`src/hdl/ecsi_pkg.sv`:
```
package ecsi_pkg;

  // Register byte offsets on the AHB-Lite slave.
  localparam logic [7:0] ECSI_OFF_CTRL = 8'h00;
  localparam logic [7:0] ECSI_OFF_STAT = 8'h04;

  // Control register field positions.
  localparam int ECSI_CTRL_SINGLE = 0;
  localparam int ECSI_CTRL_HDB3 = 1;
  localparam int ECSI_CTRL_AOS = 2;
  localparam int ECSI_CTRL_EXTENDED_SIGNAL_LOSS = 3;
  localparam int ECSI_CTRL_HOST = 4;
  localparam logic [4:0] ECSI_CTRL_RST = 5'h00;

  // Status register field positions.
  localparam int ECSI_STAT_LOS = 0;
  localparam int ECSI_STAT_AOS = 1;

  // Loss-of-signal zero counts.
  localparam int ECSI_LOS_ZEROS = 32;
  localparam int ECSI_EXTENDED_SIGNAL_LOSS_ZEROS = 4096;

  // All-ones timing from the master clock: half an E1 bit in hclk cycles.
  localparam int ECSI_CLK_MHZ_X1000 = 20000;
  localparam int ECSI_E1_KHZ = 2048;
  localparam int ECSI_AOS_HALF = ECSI_CLK_MHZ_X1000 / (2 * ECSI_E1_KHZ);

  // Transmit side pin group.
  typedef struct packed {
    logic clk;
    logic pos;
    logic neg;
  } ecsi_tx_pins_t;

  // Bipolar line pair, positive and negative marks.
  typedef struct packed {
    logic p;
    logic n;
  } ecsi_rail_t;

  // Receive side pin group, all synchronous to rx clock.
  typedef struct packed {
    logic clk;
    logic pos;
    logic neg;
    logic signal_loss_flag;
  } ecsi_rx_pins_t;

endpackage

```
`src/hdl/ecsi_channel.sv`:
```
// Design decisions made here: the register offsets and the AHB-Lite slave port.
`timescale 1ns/1ps
`default_nettype none
module ecsi_channel #(
  parameter int LOS_ZEROS = ecsi_pkg::ECSI_LOS_ZEROS,
  parameter int EXTENDED_SIGNAL_LOSS_ZEROS = ecsi_pkg::ECSI_EXTENDED_SIGNAL_LOSS_ZEROS
) (
  input wire logic hclk,
  input wire logic hresetn,
  input wire logic [31:0] haddr,
  input wire logic [1:0] htrans,
  input wire logic hwrite,
  input wire logic [2:0] hsize,
  input wire logic hsel,
  input wire logic hready,
  input wire logic [31:0] hwdata,
  output logic [31:0] hrdata,
  output logic hreadyout,
  output logic hresp,
  input wire ecsi_pkg::ecsi_tx_pins_t tx_pins,
  input wire logic tx_all_ones_force,
  output ecsi_pkg::ecsi_rail_t line_tx,
  input wire ecsi_pkg::ecsi_rail_t line_rx,
  input wire logic line_rx_clk,
  output ecsi_pkg::ecsi_rx_pins_t rx_pins
);
  import ecsi_pkg::*;

  localparam int CW = $clog2(EXTENDED_SIGNAL_LOSS_ZEROS + 1);
  localparam int HW = $clog2(ECSI_AOS_HALF + 1);

  // Bus slave state.
  logic [4:0] ctrl_q, ctrl_d;
  logic wpend_q, wpend_d;
  logic [7:0] waddr_q, waddr_d;
  logic [31:0] rdata_q, rdata_d;
  logic aos_pin_s;
  logic [2:0] tx_s, rx_s;
  logic tx_rise, rx_rise;
  logic single_m, hdb3_m, aos_on, extended_signal_loss_m;

  assign single_m = ctrl_q[ECSI_CTRL_SINGLE];
  assign hdb3_m = ctrl_q[ECSI_CTRL_HDB3];
  assign extended_signal_loss_m = ctrl_q[ECSI_CTRL_EXTENDED_SIGNAL_LOSS];
  // Host mode uses the register bit only, so the pin may float.
  assign aos_on = ctrl_q[ECSI_CTRL_HOST] ? ctrl_q[ECSI_CTRL_AOS] : aos_pin_s;

  // Transmit clock plus rails, and receive clock plus rails, cross in through two flops.
  ecsi_edge_sync #(.W(3)) u_tx_sync (
    .hclk(hclk),
    .hresetn(hresetn),
    .async_in({tx_pins.neg, tx_pins.pos, tx_pins.clk}),
    .sync_out(tx_s),
    .rise_out(tx_rise)
  );
  ecsi_edge_sync #(.W(3)) u_rx_sync (
    .hclk(hclk),
    .hresetn(hresetn),
    .async_in({line_rx.n, line_rx.p, line_rx_clk}),
    .sync_out(rx_s),
    .rise_out(rx_rise)
  );
  ecsi_edge_sync #(.W(1)) u_aos_sync (
    .hclk(hclk),
    .hresetn(hresetn),
    .async_in(tx_all_ones_force),
    .sync_out(aos_pin_s),
    .rise_out()
  );

  // Register writes complete in the data phase; reads answer with zero wait states.
  always_comb begin
    ctrl_d = ctrl_q;
    wpend_d = 1'b0;
    waddr_d = waddr_q;
    rdata_d = rdata_q;
    if (wpend_q && waddr_q == ECSI_OFF_CTRL) begin
      ctrl_d = hwdata[4:0];
    end
    if (hsel && hready && htrans[1]) begin
      wpend_d = hwrite;
      waddr_d = haddr[7:0];
      rdata_d = 32'h0000_0000;
      if (!hwrite && haddr[7:0] == ECSI_OFF_CTRL) begin
        rdata_d = {{27{1'b0}}, ctrl_q};
      end else if (!hwrite && haddr[7:0] == ECSI_OFF_STAT) begin
        rdata_d = {{30{1'b0}}, aos_on, rx_pins.signal_loss_flag};
      end
    end
  end

  always_ff @(posedge hclk or negedge hresetn) begin
    if (!hresetn) begin
      ctrl_q <= ECSI_CTRL_RST;
      wpend_q <= 1'b0;
      waddr_q <= 8'h00;
      rdata_q <= 32'h0000_0000;
    end else begin
      ctrl_q <= ctrl_d;
      wpend_q <= wpend_d;
      waddr_q <= waddr_d;
      rdata_q <= rdata_d;
    end
  end

  assign hrdata = rdata_q;
  assign hreadyout = 1'b1;
  assign hresp = 1'b0;

  // Transmit encoder state.
  logic ami_pol_q, ami_pol_d;
  logic [1:0] zcnt_q, zcnt_d;
  logic [3:0] dly_q, dly_d;
  logic lastv_q, lastv_d;
  logic [3:0] pend_q, pend_d;
  logic [3:0] pendp_q, pendp_d;
  ecsi_rail_t out_q, out_d;
  logic [HW-1:0] hcnt_q, hcnt_d;
  logic aph_q, aph_d;

  // HDB3 looks four bits ahead: data ride a 4-stage delay, marks are decided at the tail.
  always_comb begin
    ami_pol_d = ami_pol_q;
    zcnt_d = zcnt_q;
    dly_d = dly_q;
    lastv_d = lastv_q;
    pend_d = pend_q;
    pendp_d = pendp_q;
    out_d = out_q;
    hcnt_d = hcnt_q;
    aph_d = aph_q;
    if (aos_on) begin
      // All ones paced by the master clock, alternating marks each bit.
      if (hcnt_q == HW'(ECSI_AOS_HALF - 1)) begin
        hcnt_d = '0;
        aph_d = ~aph_q;
        if (!aph_q) begin
          ami_pol_d = ~ami_pol_q;
          out_d = ami_pol_q ? '{p: 1'b0, n: 1'b1} : '{p: 1'b1, n: 1'b0};
        end
      end else begin
        hcnt_d = hcnt_q + HW'(1);
      end
    end else if (tx_rise) begin
      if (!single_m) begin
        out_d = '{p: tx_s[1], n: tx_s[2]};
      end else begin
        dly_d = {dly_q[2:0], tx_s[1]};
        zcnt_d = tx_s[1] ? 2'd0 : zcnt_q + 2'd1;
        pend_d = {pend_q[2:0], 1'b0};
        pendp_d = {pendp_q[2:0], 1'b0};
        // Tail bit: a substituted V repeats the last polarity; data ones and B marks alternate.
        if (pend_q[3] && pendp_q[3]) begin
          out_d = ami_pol_q ? '{p: 1'b1, n: 1'b0} : '{p: 1'b0, n: 1'b1};
          lastv_d = 1'b1;
        end else if (dly_q[3] || pend_q[3]) begin
          ami_pol_d = ~ami_pol_q;
          out_d = ami_pol_q ? '{p: 1'b0, n: 1'b1} : '{p: 1'b1, n: 1'b0};
          if (dly_q[3]) begin
            lastv_d = ~lastv_q;
          end
        end else begin
          out_d = '{p: 1'b0, n: 1'b0};
        end
        // Four zeros on entry become B00V after an even mark count, else 000V; the tail mark counts too.
        if (hdb3_m && !tx_s[1] && dly_q[2:0] == 3'b000 && pend_q[2:0] == 3'b000 && zcnt_q == 2'd3) begin
          pend_d = lastv_d ? 4'b1001 : 4'b0001;
          pendp_d = 4'b0001;
          lastv_d = 1'b1;
        end
      end
    end
  end

  always_ff @(posedge hclk or negedge hresetn) begin
    if (!hresetn) begin
      ami_pol_q <= 1'b0;
      zcnt_q <= 2'd0;
      dly_q <= 4'h0;
      lastv_q <= 1'b0;
      pend_q <= 4'h0;
      pendp_q <= 4'h0;
      out_q <= '0;
      hcnt_q <= '0;
      aph_q <= 1'b0;
    end else begin
      ami_pol_q <= ami_pol_d;
      zcnt_q <= zcnt_d;
      dly_q <= dly_d;
      lastv_q <= lastv_d;
      pend_q <= pend_d;
      pendp_q <= pendp_d;
      out_q <= out_d;
      hcnt_q <= hcnt_d;
      aph_q <= aph_d;
    end
  end

  assign line_tx = out_q;

  // Receive decoder state, advanced once per recovered clock edge.
  logic rlast_q, rlast_d;
  logic [CW-1:0] zrun_q, zrun_d;
  logic rx_positive_rail_out_q, rx_positive_rail_out_d, rx_negative_rail_out_q, rx_negative_rail_out_d, los_q, los_d;
  logic mark, vio;

  assign mark = rx_s[1] | rx_s[2];
  assign vio = mark && rx_s[1] == rlast_q;

  always_comb begin
    rlast_d = rlast_q;
    zrun_d = zrun_q;
    rx_positive_rail_out_d = rx_positive_rail_out_q;
    rx_negative_rail_out_d = rx_negative_rail_out_q;
    los_d = los_q;
    if (rx_rise) begin
      if (mark) begin
        rlast_d = rx_s[1];
        zrun_d = '0;
      end else if (zrun_q != CW'(EXTENDED_SIGNAL_LOSS_ZEROS)) begin
        zrun_d = zrun_q + CW'(1);
      end
      // Loss clears on the first mark, sets at the selected run length.
      los_d = extended_signal_loss_m ? (zrun_d >= CW'(EXTENDED_SIGNAL_LOSS_ZEROS)) : (zrun_d >= CW'(LOS_ZEROS));
      if (!single_m) begin
        rx_positive_rail_out_d = rx_s[1];
        rx_negative_rail_out_d = rx_s[2];
      end else begin
        // HDB3 violations are data zeros; AMI flags every violation.
        rx_positive_rail_out_d = mark && !(hdb3_m && vio);
        rx_negative_rail_out_d = hdb3_m ? 1'b0 : vio;
      end
    end
  end

  always_ff @(posedge hclk or negedge hresetn) begin
    if (!hresetn) begin
      rlast_q <= 1'b0;
      zrun_q <= '0;
      rx_positive_rail_out_q <= 1'b0;
      rx_negative_rail_out_q <= 1'b0;
      los_q <= 1'b0;
    end else begin
      rlast_q <= rlast_d;
      zrun_q <= zrun_d;
      rx_positive_rail_out_q <= rx_positive_rail_out_d;
      rx_negative_rail_out_q <= rx_negative_rail_out_d;
      los_q <= los_d;
    end
  end

  // Recovered clock is the synchronised line clock, so outputs move just after its rise.
  assign rx_pins = '{clk: rx_s[0], pos: rx_positive_rail_out_q, neg: rx_negative_rail_out_q, signal_loss_flag: los_q};

  a_los_short: assert property (@(posedge hclk) disable iff (!hresetn)
    (rx_rise && !extended_signal_loss_m && zrun_d == CW'(LOS_ZEROS)) |=> rx_pins.signal_loss_flag)
    else $error("loss flag not set after short zero run");
  a_los_clear: assert property (@(posedge hclk) disable iff (!hresetn)
    (rx_rise && mark) |=> !rx_pins.signal_loss_flag)
    else $error("loss flag not cleared by mark");
  a_los_ext: assert property (@(posedge hclk) disable iff (!hresetn)
    (rx_rise && extended_signal_loss_m && zrun_d < CW'(EXTENDED_SIGNAL_LOSS_ZEROS)) |=> !rx_pins.signal_loss_flag)
    else $error("extended loss set too early");
  a_vio_pulse: assert property (@(posedge hclk) disable iff (!hresetn)
    (rx_rise && single_m && !hdb3_m && vio) |=> rx_pins.neg)
    else $error("violation not flagged");
  a_dual_rail: assert property (@(posedge hclk) disable iff (!hresetn)
    (rx_rise && !single_m) |=> (rx_pins.pos == $past(rx_s[1]) && rx_pins.neg == $past(rx_s[2])))
    else $error("dual rail receive mismatch");
  a_nrz_out: assert property (@(posedge hclk) disable iff (!hresetn)
    (rx_rise && single_m && !mark) |=> !rx_pins.pos)
    else $error("nrz output not zero on space");
  a_vio_hold: assert property (@(posedge hclk) disable iff (!hresetn)
    (!rx_rise && single_m) |=> $stable(rx_pins.neg))
    else $error("receive output moved without clock edge");
  a_tx_dual: assert property (@(posedge hclk) disable iff (!hresetn)
    (tx_rise && !aos_on && !single_m) |=> (line_tx.p == $past(tx_s[1]) && line_tx.n == $past(tx_s[2])))
    else $error("dual rail transmit mismatch");
  a_aos_host: assert property (@(posedge hclk) disable iff (!hresetn)
    (ctrl_q[ECSI_CTRL_HOST] && !ctrl_q[ECSI_CTRL_AOS] && !tx_rise) |=> $stable(line_tx))
    else $error("line moved in host mode without transmit clock");
  a_aos_ami: assert property (@(posedge hclk) disable iff (!hresetn)
    aos_on |-> !(line_tx.p && line_tx.n))
    else $error("both marks driven");
endmodule
`default_nettype wire

```
`src/hdl/ecsi_edge_sync.sv`:
```
`timescale 1ns/1ps
`default_nettype none
module ecsi_edge_sync #(
  parameter int W = 3
) (
  input wire logic hclk,
  input wire logic hresetn,
  input wire logic [W-1:0] async_in,
  output logic [W-1:0] sync_out,
  output logic rise_out
);
  logic [W-1:0] s1_q;
  logic [W-1:0] s2_q;
  logic prev_q;

  // Two-stage synchroniser; bit 0 is treated as a clock whose rising edge is reported.
  always_ff @(posedge hclk or negedge hresetn) begin
    if (!hresetn) begin
      s1_q <= '0;
      s2_q <= '0;
      prev_q <= 1'b0;
    end else begin
      s1_q <= async_in;
      s2_q <= s1_q;
      prev_q <= s2_q[0];
    end
  end

  assign sync_out = s2_q;
  assign rise_out = s2_q[0] & ~prev_q;
endmodule
`default_nettype wire

```
`config.mk`:
```
export PLATFORM = sky130hd
export DESIGN_NAME = ecsi_channel
export DESIGN_NICKNAME = d
export VERILOG_FILES = /design/src/hdl/ecsi_pkg.sv /design/src/hdl/ecsi_channel.sv /design/src/hdl/ecsi_edge_sync.sv
export SDC_FILE = /design/constraint.sdc
export NUM_CORES = 1
export LEC_CHECK = 0
export ABC_AREA = 1
export BUFFER_PORTS_ARGS = -buffer_cell sky130_fd_sc_hd__buf_2
export CORE_MARGIN = 2
export CORE_UTILIZATION = 27
export DETAILED_ROUTE_END_ITERATION = 16
export GPL_ROUTABILITY_DRIVEN = 0
export HOLD_SLACK_MARGIN = 0.08
export SETUP_SLACK_MARGIN = 0.15
export SLEW_MARGIN = 10
export SYNTH_ARGS = -nofsm -noshare
export SYNTH_HDL_FRONTEND = slang
export SYNTH_SLANG_ARGS = --single-unit
```
`constraint.sdc`:
```
create_clock -name hclk -period 2.2 [get_ports hclk]
set_clock_uncertainty 0.1 [all_clocks]
set_input_delay 0.33 -clock hclk [delete_from_list [all_inputs] [get_ports hclk]]
set_output_delay 0.33 -clock hclk [all_outputs]
set_load 0.01 [all_outputs]
```
Word level (Yosys, flattened, before mapping) --
Index checks and enable logic that the tools add are counted.
Storage, ports and cells: input bits 81, flip-flop bits (word level) 101, output and inout port bits 40
Cells by class: bitwise operators 9, magnitude comparators 2, eq/ne operators 8, reductions and logical operators 29, add/sub/neg operators 3, multiplexer cells 39
Operators with widths (count):
- $mux W13 | 3
- $mux W2 | 11
- $mux W1 | 20
- $logic_not A8 Y1 | 2
- $add A13 B1 Y13 const B | 1
- $ge A13 B13 Y1 const B | 1
- $ge A13 B6 Y1 const B | 1
- $logic_and A1 B1 Y1 | 13
- $ne A13 B13 Y1 const B | 1
- $mux W4 | 3
- $eq A8 B3 Y1 const B | 1
- $logic_not A3 Y1 | 2
- $not A1 Y1 | 6
- $reduce_and A3 Y1 | 2
- $reduce_and A6 Y1 | 1
- $reduce_bool A2 Y1 | 3
- $mux W5 | 1
- $ne A2 B2 Y1 const B | 2
- $reduce_and A2 Y1 | 2
- $add A3 B1 Y3 const B | 1
- $eq A3 B2 Y1 const B | 1
- $logic_not A1 Y1 | 3
- $mux W3 | 1
- $add A2 B1 Y2 const B | 1
- other kinds (6) | 7

Logic depth before layout (Yosys ltp) --
Gate-level depths: netlist (run 1).
depth in word-level cells 9, gate-level depth with buffers 11, mapped depth without buffers 11

Cells and area by module --
Synthesis (run 1) repeated with hierarchy kept, for this count alone.
Unflattened totals: cell total of the unflattened synthesis 407, area total of the unflattened synthesis 3487.1 um2
Modules (own cells, without submodules):
- ecsi_channel | times used 1, area an instance 3031.7 um2, cells each 384
- ecsi_edge_sync at u_rx_sync ... | times used 2, area an instance 185.2 um2, cells each 9
- ecsi_edge_sync at u_aos_sync | times used 1, area an instance 85.1 um2, cells each 5

Least setup slack after synthesis (run 1) --
No wires, ideal clock.
path kind register to register, start register zrun_q[0], end register los_q, data required time 1.984 ns, stages on the path, launching flop included 11, library setup time 0.116 ns, setup slack 0.693 ns, arrival 1.291 ns, clock period less this slack 1.507 ns, path through dfrtp_1 ha_1 nand2_1 nor2_2 nand3_1 nand2_1 nand3_1 nor2_1 nand2_1 nand2_1 nand2_1
Between the ends: word-level cells in the longest chain between the ends 6, elaborated cells on any way between the ends 8
RTL lines:
- start: declaration | line ecsi_channel.sv:203 | logic [CW-1:0] zrun_q, zrun_d;
- start signal: assignment | line ecsi_channel.sv:245 | zrun_q <= zrun_d;
- $add A13 B1 Y13 or $ne A13 B13 Y1 (tied branches) | line ecsi_channel.sv:221, ecsi_channel.sv:220
- $mux W13 (*) | line ecsi_channel.sv:220 | end else if (zrun_q != CW'(EXTENDED_SIGNAL_LOSS_ZEROS)) begin
- $mux W13 (*) | line ecsi_channel.sv:217 | if (mark) begin
- $mux W13 (*) | line ecsi_channel.sv:216 | if (rx_rise) begin
- $ge A13 B6 Y1 or $ge A13 B13 Y1 (tied branches) | line ecsi_channel.sv:224 | los_d = extended_signal_loss_m ? (zrun_d >= CW'(EXTENDED_SIGNAL_LOSS_ZEROS)) : (zrun_d >= CW'(LOS_ZEROS));
- $mux W1 (*) | line ecsi_channel.sv:224
- end signal: assignment | line ecsi_channel.sv:248 | los_q <= los_d;
- end: declaration | line ecsi_channel.sv:204 | logic rx_positive_rail_out_q, rx_positive_rail_out_d, rx_negative_rail_out_q, rx_negative_rail_out_d, los_q, l ...
Every way passes the cells marked *; elsewhere a longest branch is shown, timed or not. The select of a mux whose other input is x is not followed. A chain may end at the register's enable or synchronous reset.

Worst setup path after layout (run 1) --
Ends and elaborated chain as after synthesis.

==> results of run 1 <==
## metal layers
metal,wire length (microns),track usage
met4,102,0.0369
met5,0,0
met1,2990,0.131
met2,3430,0.187
met3,288,0.0330
## kinds of logic after synthesis
group | Yosys count | synth area share
compound gates | 43 | 0.0684
xor+xnor | 2 | 0.00509
fa+ha+maj | 4 | 0.0145
flops | 71 | 0.516
other cells | 2 | 0.00218
mux | 5 | 0.0164
buf+inv | 88 | 0.136
simple gates | 187 | 0.241
## registers in the layout, indices dropped and copies added (netlist names), 2 cells and up
register / flops
u_tx_sync.sync_out: 3
hrdata: 5
zcnt_q: 2
line_tx: 2
ctrl_q: 5
u_rx_sync.s1_q: 3
dly_q: 4
u_tx_sync.s1_q: 3
zrun_q: 13
u_rx_sync.sync_out: 3
waddr_q: 8
pend_q: 4
hcnt_q: 3
## power by group through the flow
| stage | combinational (uW) | clock [uW] | sequential (uW) |
|---|---|---|---|
| after global placement | 542 | 0 | 1640 |
| after global routing | 660 | 1510 | 1660 |
| after floorplan | 441 | 0 | 1630 |
| after detailed placement | 558 | 0 | 1650 |
| after CTS | 573 | 1460 | 1630 |
| final | 566 | 1420 | 1630 |
## critical path, cell delays in order (launching register included)
cell and delay [ps]:
dfrtp_1 390, ha_1 340, nand2_1 110, nor2_2 220, nand3_1 110, nand2_1 120, nand3_1 80, nor2_1 90
nand2_1 70, nand2_1 60, nand2_1 40
## Yosys cell counts, types with 5 or more instances
cell and n:
nand2_1 96, dfrtp_1 71, inv_1 46, buf_4 33, nor2_1 32, nand3_1 27, o21ai_0 26, nor3_1 9
a21oi_1 8, nand4_1 7, mux2_2 5
## worst max path at each step
stage | from | end | cells after the start
5_1_grt | zrun_q[0]$_DFFE_PN0P_ | los_q$_DFFE_PN0P_ | 10
6_report | zrun_q[0]$_DFFE_PN0P_ | los_q$_DFFE_PN0P_ | 10
2_1_floorplan | zrun_q[0]$_DFFE_PN0P_ | los_q$_DFFE_PN0P_ | 10
3_5_place_dp | zrun_q[1]$_DFFE_PN0P_ | los_q$_DFFE_PN0P_ | 10
3_3_place_gp | zrun_q[0]$_DFFE_PN0P_ | los_q$_DFFE_PN0P_ | 10
4_1_cts | zrun_q[0]$_DFFE_PN0P_ | los_q$_DFFE_PN0P_ | 10
## metrics by stage
stage	cells	area [sq um]	hold WS, ps	worst slack, ps
CTS	626	4080	133	371
detailed placement	602	3710	236	408
global placement	602	3710	234	446
global route	626	4080	140	156
floorplan	429	3540	-65.6	693
finish	626	4080	144	360
## layout make-up
class,count,share of cell area
Inverter,49,0.0456
Timing Repair Buffer,48,0.0772
Multi-Input combinational cell,270,0.318
Sequential cell,71,0.435
Tap cell,172,0.0527
Clock inverter,4,0.0110
Clock buffer,12,0.0604
==> impl_metrics.toml, run 1 <==
[synthesis]
avgSynthCellArea_sq_um = 8.56
netlist_area_sq_um = 3440
syn-instance-count = 402
synth_cell_types = 36
synthTopCellsByArea = "dfrtp_1 (52%), nand2_1 (10%), buf_4 (7.2%)"
synth-edff-count = 0
ys.flop_type = "dfrtp_1"
ys_seq_elements = 71
synth_largest_area_cell = "dfrtp_1"
ys_seq_area_frac = 0.516
netlist.area_leader.share = 0.516
ys_warn_count = 0
async_reset_ff_frac = 1.00

[final_layout]
mostFrequentLayoutCells = "nand2_1 (96), dfrtp_1 (71), inv_1 (46), buf_2 (36), nor2_1 (32)"
multiInputGateArea_sq_um = 1300
fin_util = 0.326
mostFrequentLayoutCell = "nand2_1"
nNetsFinal = 534
n_fill_cell = 1282
area_delta_synth_final_pct = 18.7
register_area_sq_um = 1780
drive_above_1_share = 0.161
diodes = 0

[floorplan]
design.core.area_sq_um = 12500
die_h_microns = 117
start_util = 0.275
fp.dieW_microns = 117
rows = 41
ios = 121
die_area_sq_um = 13700

[power]
p_switching_uw = 988
p_leak_uw = 0.00202
peakVddDrop_mv = 0.467
p_sw_frac = 0.273
power_frac_clock = 0.392
p_comb_frac = 0.157
finalPower_uw = 3620
p_int_uw = 2630
pwr_density_cell_nw_per_um2 = 885
seq_power_share = 0.451

[cts]
cts_root_buf = "clkbuf_16"
post_cts_buffers = 0
clk_latency_ps = 330
clkTransAtPathRegs_ps = 50
clk_path_buf_depth = 2
cts_tree = "yes"
htreeDepth = 3
cts_resized = 0
hold_buffers = 8
cts.sinks = 71
cts_buffers = 9

[detailed_routing]
vias = 2652
final_antenna_net_count = 0
dr.pass1.iters = 4
drt_iter0_drc = 200
wl_microns = 6810
wl_per_cell_microns = 10.9
viasPerCell = 4.24
drc_errors = 0

[hold_path]
hold_end = "ctrl_q[4]$_DFFE_PN0P_"
hp-start = "hwdata[4]"
worst_hold_path_type = "in2reg"
min_path_cells = 2

[sta]
finalWorstPathRequiredPeriod_ps = 1840
max_freq_mhz = 543
hold_viol_final = 0
slew_headroom = 0.560
final.period_utilization = 0.837
rsz0062_at_grt = "no"
slew_viol_final = 0
worstMarginPinSlew_ps = 659
setup-tns-final_ps = 0
setup_violations = 0

[critical_path]
arrival_ps = 1960
rr_worst_depth = 10
worstReg2RegEnd = "los_q$_DFFE_PN0P_"
path_class = "reg2reg"
cp-start-kind = "flip-flop"
cp.required_ps = 2320
ff2ff_setup_slack_ps = 360
cp-end-kind = "flip-flop"
crit_path_max_fanout = 7
rr_startpoint = "zrun_q[0]$_DFFE_PN0P_"

[global_routing]
grtUsageTotal = 0.109
grt_pass1_vias = 2652
globalRouteOverflowTotal = 0
antenna_found_initial = 0
grt_max_degree = 27
grt_pass1_wl_microns = 11800

[placement]
io_buffers = 36
dp_hpwl_microns = 5030

[flow_run]
maxCapViolCount = 0

[outcome]
outcome = "completed"
(Power assumes the default switching activity.)
==> run 2: changes to the inputs <==
Clock period 2.2 ns to 1.8 ns, I/O delays scaled along.
==> impl_metrics.toml, run 2 (synthesis gave the netlist of run 1 again) <==
[global_routing]
globalRouteOverflowTotal = 0
grt_max_degree = 40
antenna_found_initial = 0
grt_pass1_wl_microns = 11500
grtUsageTotal = 0.106
grt_pass1_vias = 2539

[final_layout]
reg_top3 = "zrun_q x13, waddr_q x8"
top_register = "zrun_q"
nNetsFinal = 546
largest_register_ffs = 13
drive_above_1_share = 0.197
diodes = 0
stdcell_count = 638
area_delta_synth_final_pct = 22.0
n_fill_cell = 1280
mostFrequentLayoutCell = "nand2_1"
mostFrequentLayoutCells = "nand2_1 (93), dfrtp_1 (70), inv_1 (45), buf_2 (36), nor2_1 (30)"

[power]
p_leak_uw = 0.00208
pwr_density_cell_nw_per_um2 = 1070
peakVddDrop_mv = 0.712

[flow_run]
maxCapViolCount = 0

[detailed_routing]
final_antenna_net_count = 0
wl_per_cell_microns = 10.7
vias = 2654
dr.pass1.iters = 4
drt_iter0_drc = 156
drc_errors = 0
wl_microns = 6830
viasPerCell = 4.16

[placement]
dp.cells = 604
io_buffers = 36
post-place-ws_ps = 204
dp_hpwl_microns = 4870

[cts]
clk_latency_ps = 330
cts_buffers = 9
cts.sinks = 71
cts_root_buf = "clkbuf_16"
clk_path_buf_depth = 2
clkTransAtPathRegs_ps = 50
cts_tree = "yes"
htreeDepth = 3

[sta]
setup-tns-final_ps = 0
slew_viol_final = 0
hold_viol_final = 0
layout_setup_ws_ps = 223
max_freq_mhz = 634
final.period_utilization = 0.876
setup_violations = 0
hold_slack_ps = 81.5
rsz0062_at_grt = "yes"
finalWorstPathRequiredPeriod_ps = 1580

[floorplan]
ios = 121
design.core.area_sq_um = 12500
fp.dieW_microns = 117
die_area_sq_um = 13700
rows = 41
start_util = 0.275
die_h_microns = 117

[critical_path]
crit_path_max_fanout = 4
rr_worst_depth = 10
cp.required_ps = 1930
path_class = "reg2reg"
arrival_ps = 1700
cp-start-kind = "flip-flop"
cp-end-kind = "flip-flop"

[outcome]
outcome = "completed"

[hold_path]
min_path_cells = 2
worst_hold_path_type = "in2reg"
==> run 2: changes by cell type in the layout (fill, tap and decap cells not counted), moves of 3 or more <==
cell           previous run  this run
dlygate4sd3_1             8        11
nand2_2                   1         4
nor2_4                    2         5
buf_4                     2        13
nand2_1                  96        93
==> run 2: report_power, final <==
group	total (uW)	internal (uW)	switching, uW
Sequential	2000	1830	169
Clock	1750	1100	647
Combinational	749	321	429
Total	4500	3250	1240
==> run 2: area by class of cell <==
cell class | count | area [sq um] | share of cell area
clock buffers | 12 | 246 | 0.0587
clock inverters | 4 | 45.0 | 0.0107
inverters | 49 | 186 | 0.0444
multi-input cells | 270 | 1340 | 0.319
flip-flops and latches | 71 | 1780 | 0.424
well taps | 172 | 215 | 0.0513
repair buffers | 60 | 388 | 0.0924
==> run 2: final timing paths <==
path / start / to / slack (ps)
max in group asynchronous: hresetn / waddr_q[1]$_DFFE_PN0P_ / 820
worst min-delay path: hwdata[4] / ctrl_q[4]$_DFFE_PN0P_ / 80
min in group asynchronous: hresetn / zcnt_q[0]$_DFFE_PN0P_ / 400
worst max register to register: zrun_q[0]$_DFFE_PN0P_ / los_q$_DFFE_PN0P_ / 220
worst max-delay path: zrun_q[0]$_DFFE_PN0P_ / los_q$_DFFE_PN0P_ / 220
worst min register to register: u_aos_sync.s1_q$_DFF_PN0_ / u_aos_sync.sync_out$_DFF_PN0_ / 250
==> run 2: what timing repair did <==
item / CTS / global route
endpoints found under the setup margin: 0 / 6
hold buffers: 11 / 0
hold endpoints to repair: 81 / 0
buffers inserted: 0 / 7
gates resized for setup: 0 / 13
==> run 2: metrics by stage <==
step	total power, uW	instance area, sq um	util
3_5_place_dp	2700	3700	0.296
6_report	4500	4200	0.335
4_1_cts	4490	4100	0.328
5_1_grt	4730	4200	0.335
3_3_place_gp	2670	3700	0.296
2_1_floorplan	2530	3540	-
==> run 2: metal layers <==
| layer | vias to the layer above | routed length (microns) | track usage | part of all wire |
|---|---|---|---|---|
| met5 | - | 0 | 0 | 0 |
| met3 | 8 | 267 | 0.0247 | 0.039 |
| met2 | 66 | 3410 | 0.182 | 0.50 |
| met1 | 1245 | 3060 | 0.131 | 0.45 |
| met4 | 0 | 92 | 0.0408 | 0.013 |
| li1 | 1335 | - | - | - |
==> run 2: worst max-delay path, cell delays in order, from the launching register on <==
cell	delay, ps
dfrtp_1	410
ha_2	210
nand2_1	90
nor2_4	150
nand3_1	100
nand2_2	100
nand3_2	60
nor2_2	100
nand2_1	60
nand2_1	50
nand2_1	40
==> run 3: changes to the inputs <==
Settings changed: CTS_BUF_LIST set to sky130_fd_sc_hd__clkbuf_8 sky130_fd_sc_hd__clkbuf_16.
==> impl_metrics.toml, run 3 (synthesis gave the netlist of run 1 again) <==
[final_layout]
mostFrequentLayoutCells = "nand2_1 (93), dfrtp_1 (70), inv_1 (47), buf_2 (36), nor2_1 (30)"
drive_above_1_share = 0.197
diodes = 0
fin_util = 0.335
nNetsFinal = 546
stdcell_count = 638
mostFrequentLayoutCell = "nand2_1"
reg_top3 = "zrun_q x13, waddr_q x8"
top_register = "zrun_q"
area_delta_synth_final_pct = 22.0
largest_register_ffs = 13

[critical_path]
cpMostUsedCell = "nand2_1"
path_class = "reg2reg"
cp_cell_sequence = "ha_2, nand2_1, nor2_4, nand3_1, nand2_2, nand3_2, nor2_2, nand2_1, nand2_1, nand2_1"
cp-end-kind = "flip-flop"
slowest_delay_ps = 410
ff2ff_setup_slack_ps = 220
rr_startpoint = "zrun_q[0]$_DFFE_PN0P_"
cp.required_ps = 1920
critPathSlowestCell = "dfrtp_1"
crit_path_max_fanout = 4
cp-start-kind = "flip-flop"
rr_worst_depth = 10
arrival_ps = 1700
worstReg2RegEnd = "los_q$_DFFE_PN0P_"

[flow_run]
maxCapViolCount = 0

[detailed_routing]
dr.pass1.iters = 4
drc_errors = 0
wl_microns = 6820
viasPerCell = 4.16
final_antenna_net_count = 0
drt_iter0_drc = 155
vias = 2657
wl_per_cell_microns = 10.7

[floorplan]
die_h_microns = 117
fp.dieW_microns = 117
design.core.area_sq_um = 12500
die_area_sq_um = 13700
start_util = 0.275
ios = 121
rows = 41

[cts]
cts_tree = "yes"
htreeDepth = 3
cts_root_buf = "clkbuf_16"
clk_latency_ps = 330
clk_path_buf_depth = 2
cts_buffers = 9
clkTransAtPathRegs_ps = 50
cts.sinks = 71

[global_routing]
grt_max_degree = 40
antenna_found_initial = 0
globalRouteOverflowTotal = 0
grt_pass1_wl_microns = 11500
grtUsageTotal = 0.106
grt_pass1_vias = 2539

[power]
p_sw_frac = 0.277
pwr_density_cell_nw_per_um2 = 1070
p_comb_frac = 0.167
p_leak_uw = 0.00209
power_frac_clock = 0.388
seq_power_share = 0.445
p_switching_uw = 1240
peakVddDrop_mv = 0.712
p_int_uw = 3240

[hold_path]
hp-start = "hwdata[4]"
min_path_cells = 2
worst_hold_path_type = "in2reg"
hold_end = "ctrl_q[4]$_DFFE_PN0P_"

[sta]
slew_viol_final = 0
layout_setup_ws_ps = 222
hold_viol_final = 0
max_freq_mhz = 634
final.period_utilization = 0.877
rsz0062_at_grt = "yes"
setup-tns-final_ps = 0
finalWorstPathRequiredPeriod_ps = 1580
setup_violations = 0

[outcome]
outcome = "completed"

[placement]
dp.cells = 604
io_buffers = 36
dp_hpwl_microns = 4870
post-place-ws_ps = 204
==> run 3: area by class of cell <==
cell class	instances	area [sq um]
clock inverters	6	52.6
well taps	172	215
flip-flops and latches	71	1780
repair buffers	60	388
fillers	1280	8320
inverters	49	186
multi-input cells	270	1340
clock buffers	10	239
==> run 3: critical path, delay by kind of cell (launching register included) <==
family | cells | cell delay (ps)
adder cells (fa/ha/maj) | 1 | 210
flip-flops | 1 | 410
AND/OR/NAND/NOR | 9 | 750
==> run 3: how the worst max path moves through the flow <==
stage | from | endpoint | slack (ps)
final | zrun_q[0]$_DFFE_PN0P_ | los_q$_DFFE_PN0P_ | 220
after global routing | zrun_q[0]$_DFFE_PN0P_ | los_q$_DFFE_PN0P_ | 100
after CTS | zrun_q[1]$_DFFE_PN0P_ | los_q$_DFFE_PN0P_ | 180
after detailed placement | zrun_q[1]$_DFFE_PN0P_ | los_q$_DFFE_PN0P_ | 200
after global placement | zrun_q[0]$_DFFE_PN0P_ | los_q$_DFFE_PN0P_ | 220
after floorplan | zrun_q[0]$_DFFE_PN0P_ | los_q$_DFFE_PN0P_ | 290
==> run 3: metrics by stage <==
| stage | total power [uW] | instance area [sq um] | hold slack, ps |
|---|---|---|---|
| after floorplan | 2530 | 3540 | -126 |
| final | 4480 | 4200 | 82.6 |
| after global routing | 4720 | 4200 | 86.1 |
| after global placement | 2670 | 3700 | 230 |
| after CTS | 4480 | 4100 | 80.8 |
| after detailed placement | 2700 | 3700 | 236 |
==> run 3: metal layers <==
layer	track usage	routed length [microns]	vias up
li1	-	-	1334
met1	0.131	3070	1247
met2	0.182	3370	66
met3	0.0247	263	10
met4	0.0408	118	0
met5	0	0	-
==> run 3: repair_timing <==
action | in CTS | in global routing
endpoints found under the setup margin | 0 | 6
hold buffers | 11 | 0
hold endpoints to repair | 81 | 0
resized for setup | 0 | 13
buffers inserted | 0 | 7
==> run 3: power by group through the flow <==
stage | Combinational [uW] | Sequential [uW] | Clock (uW)
after global placement | 664 | 2010 | 0
after global routing | 856 | 2030 | 1830
final | 750 | 2000 | 1740
after floorplan | 539 | 1990 | 0
after detailed placement | 683 | 2020 | 0
after CTS | 709 | 1990 | 1770
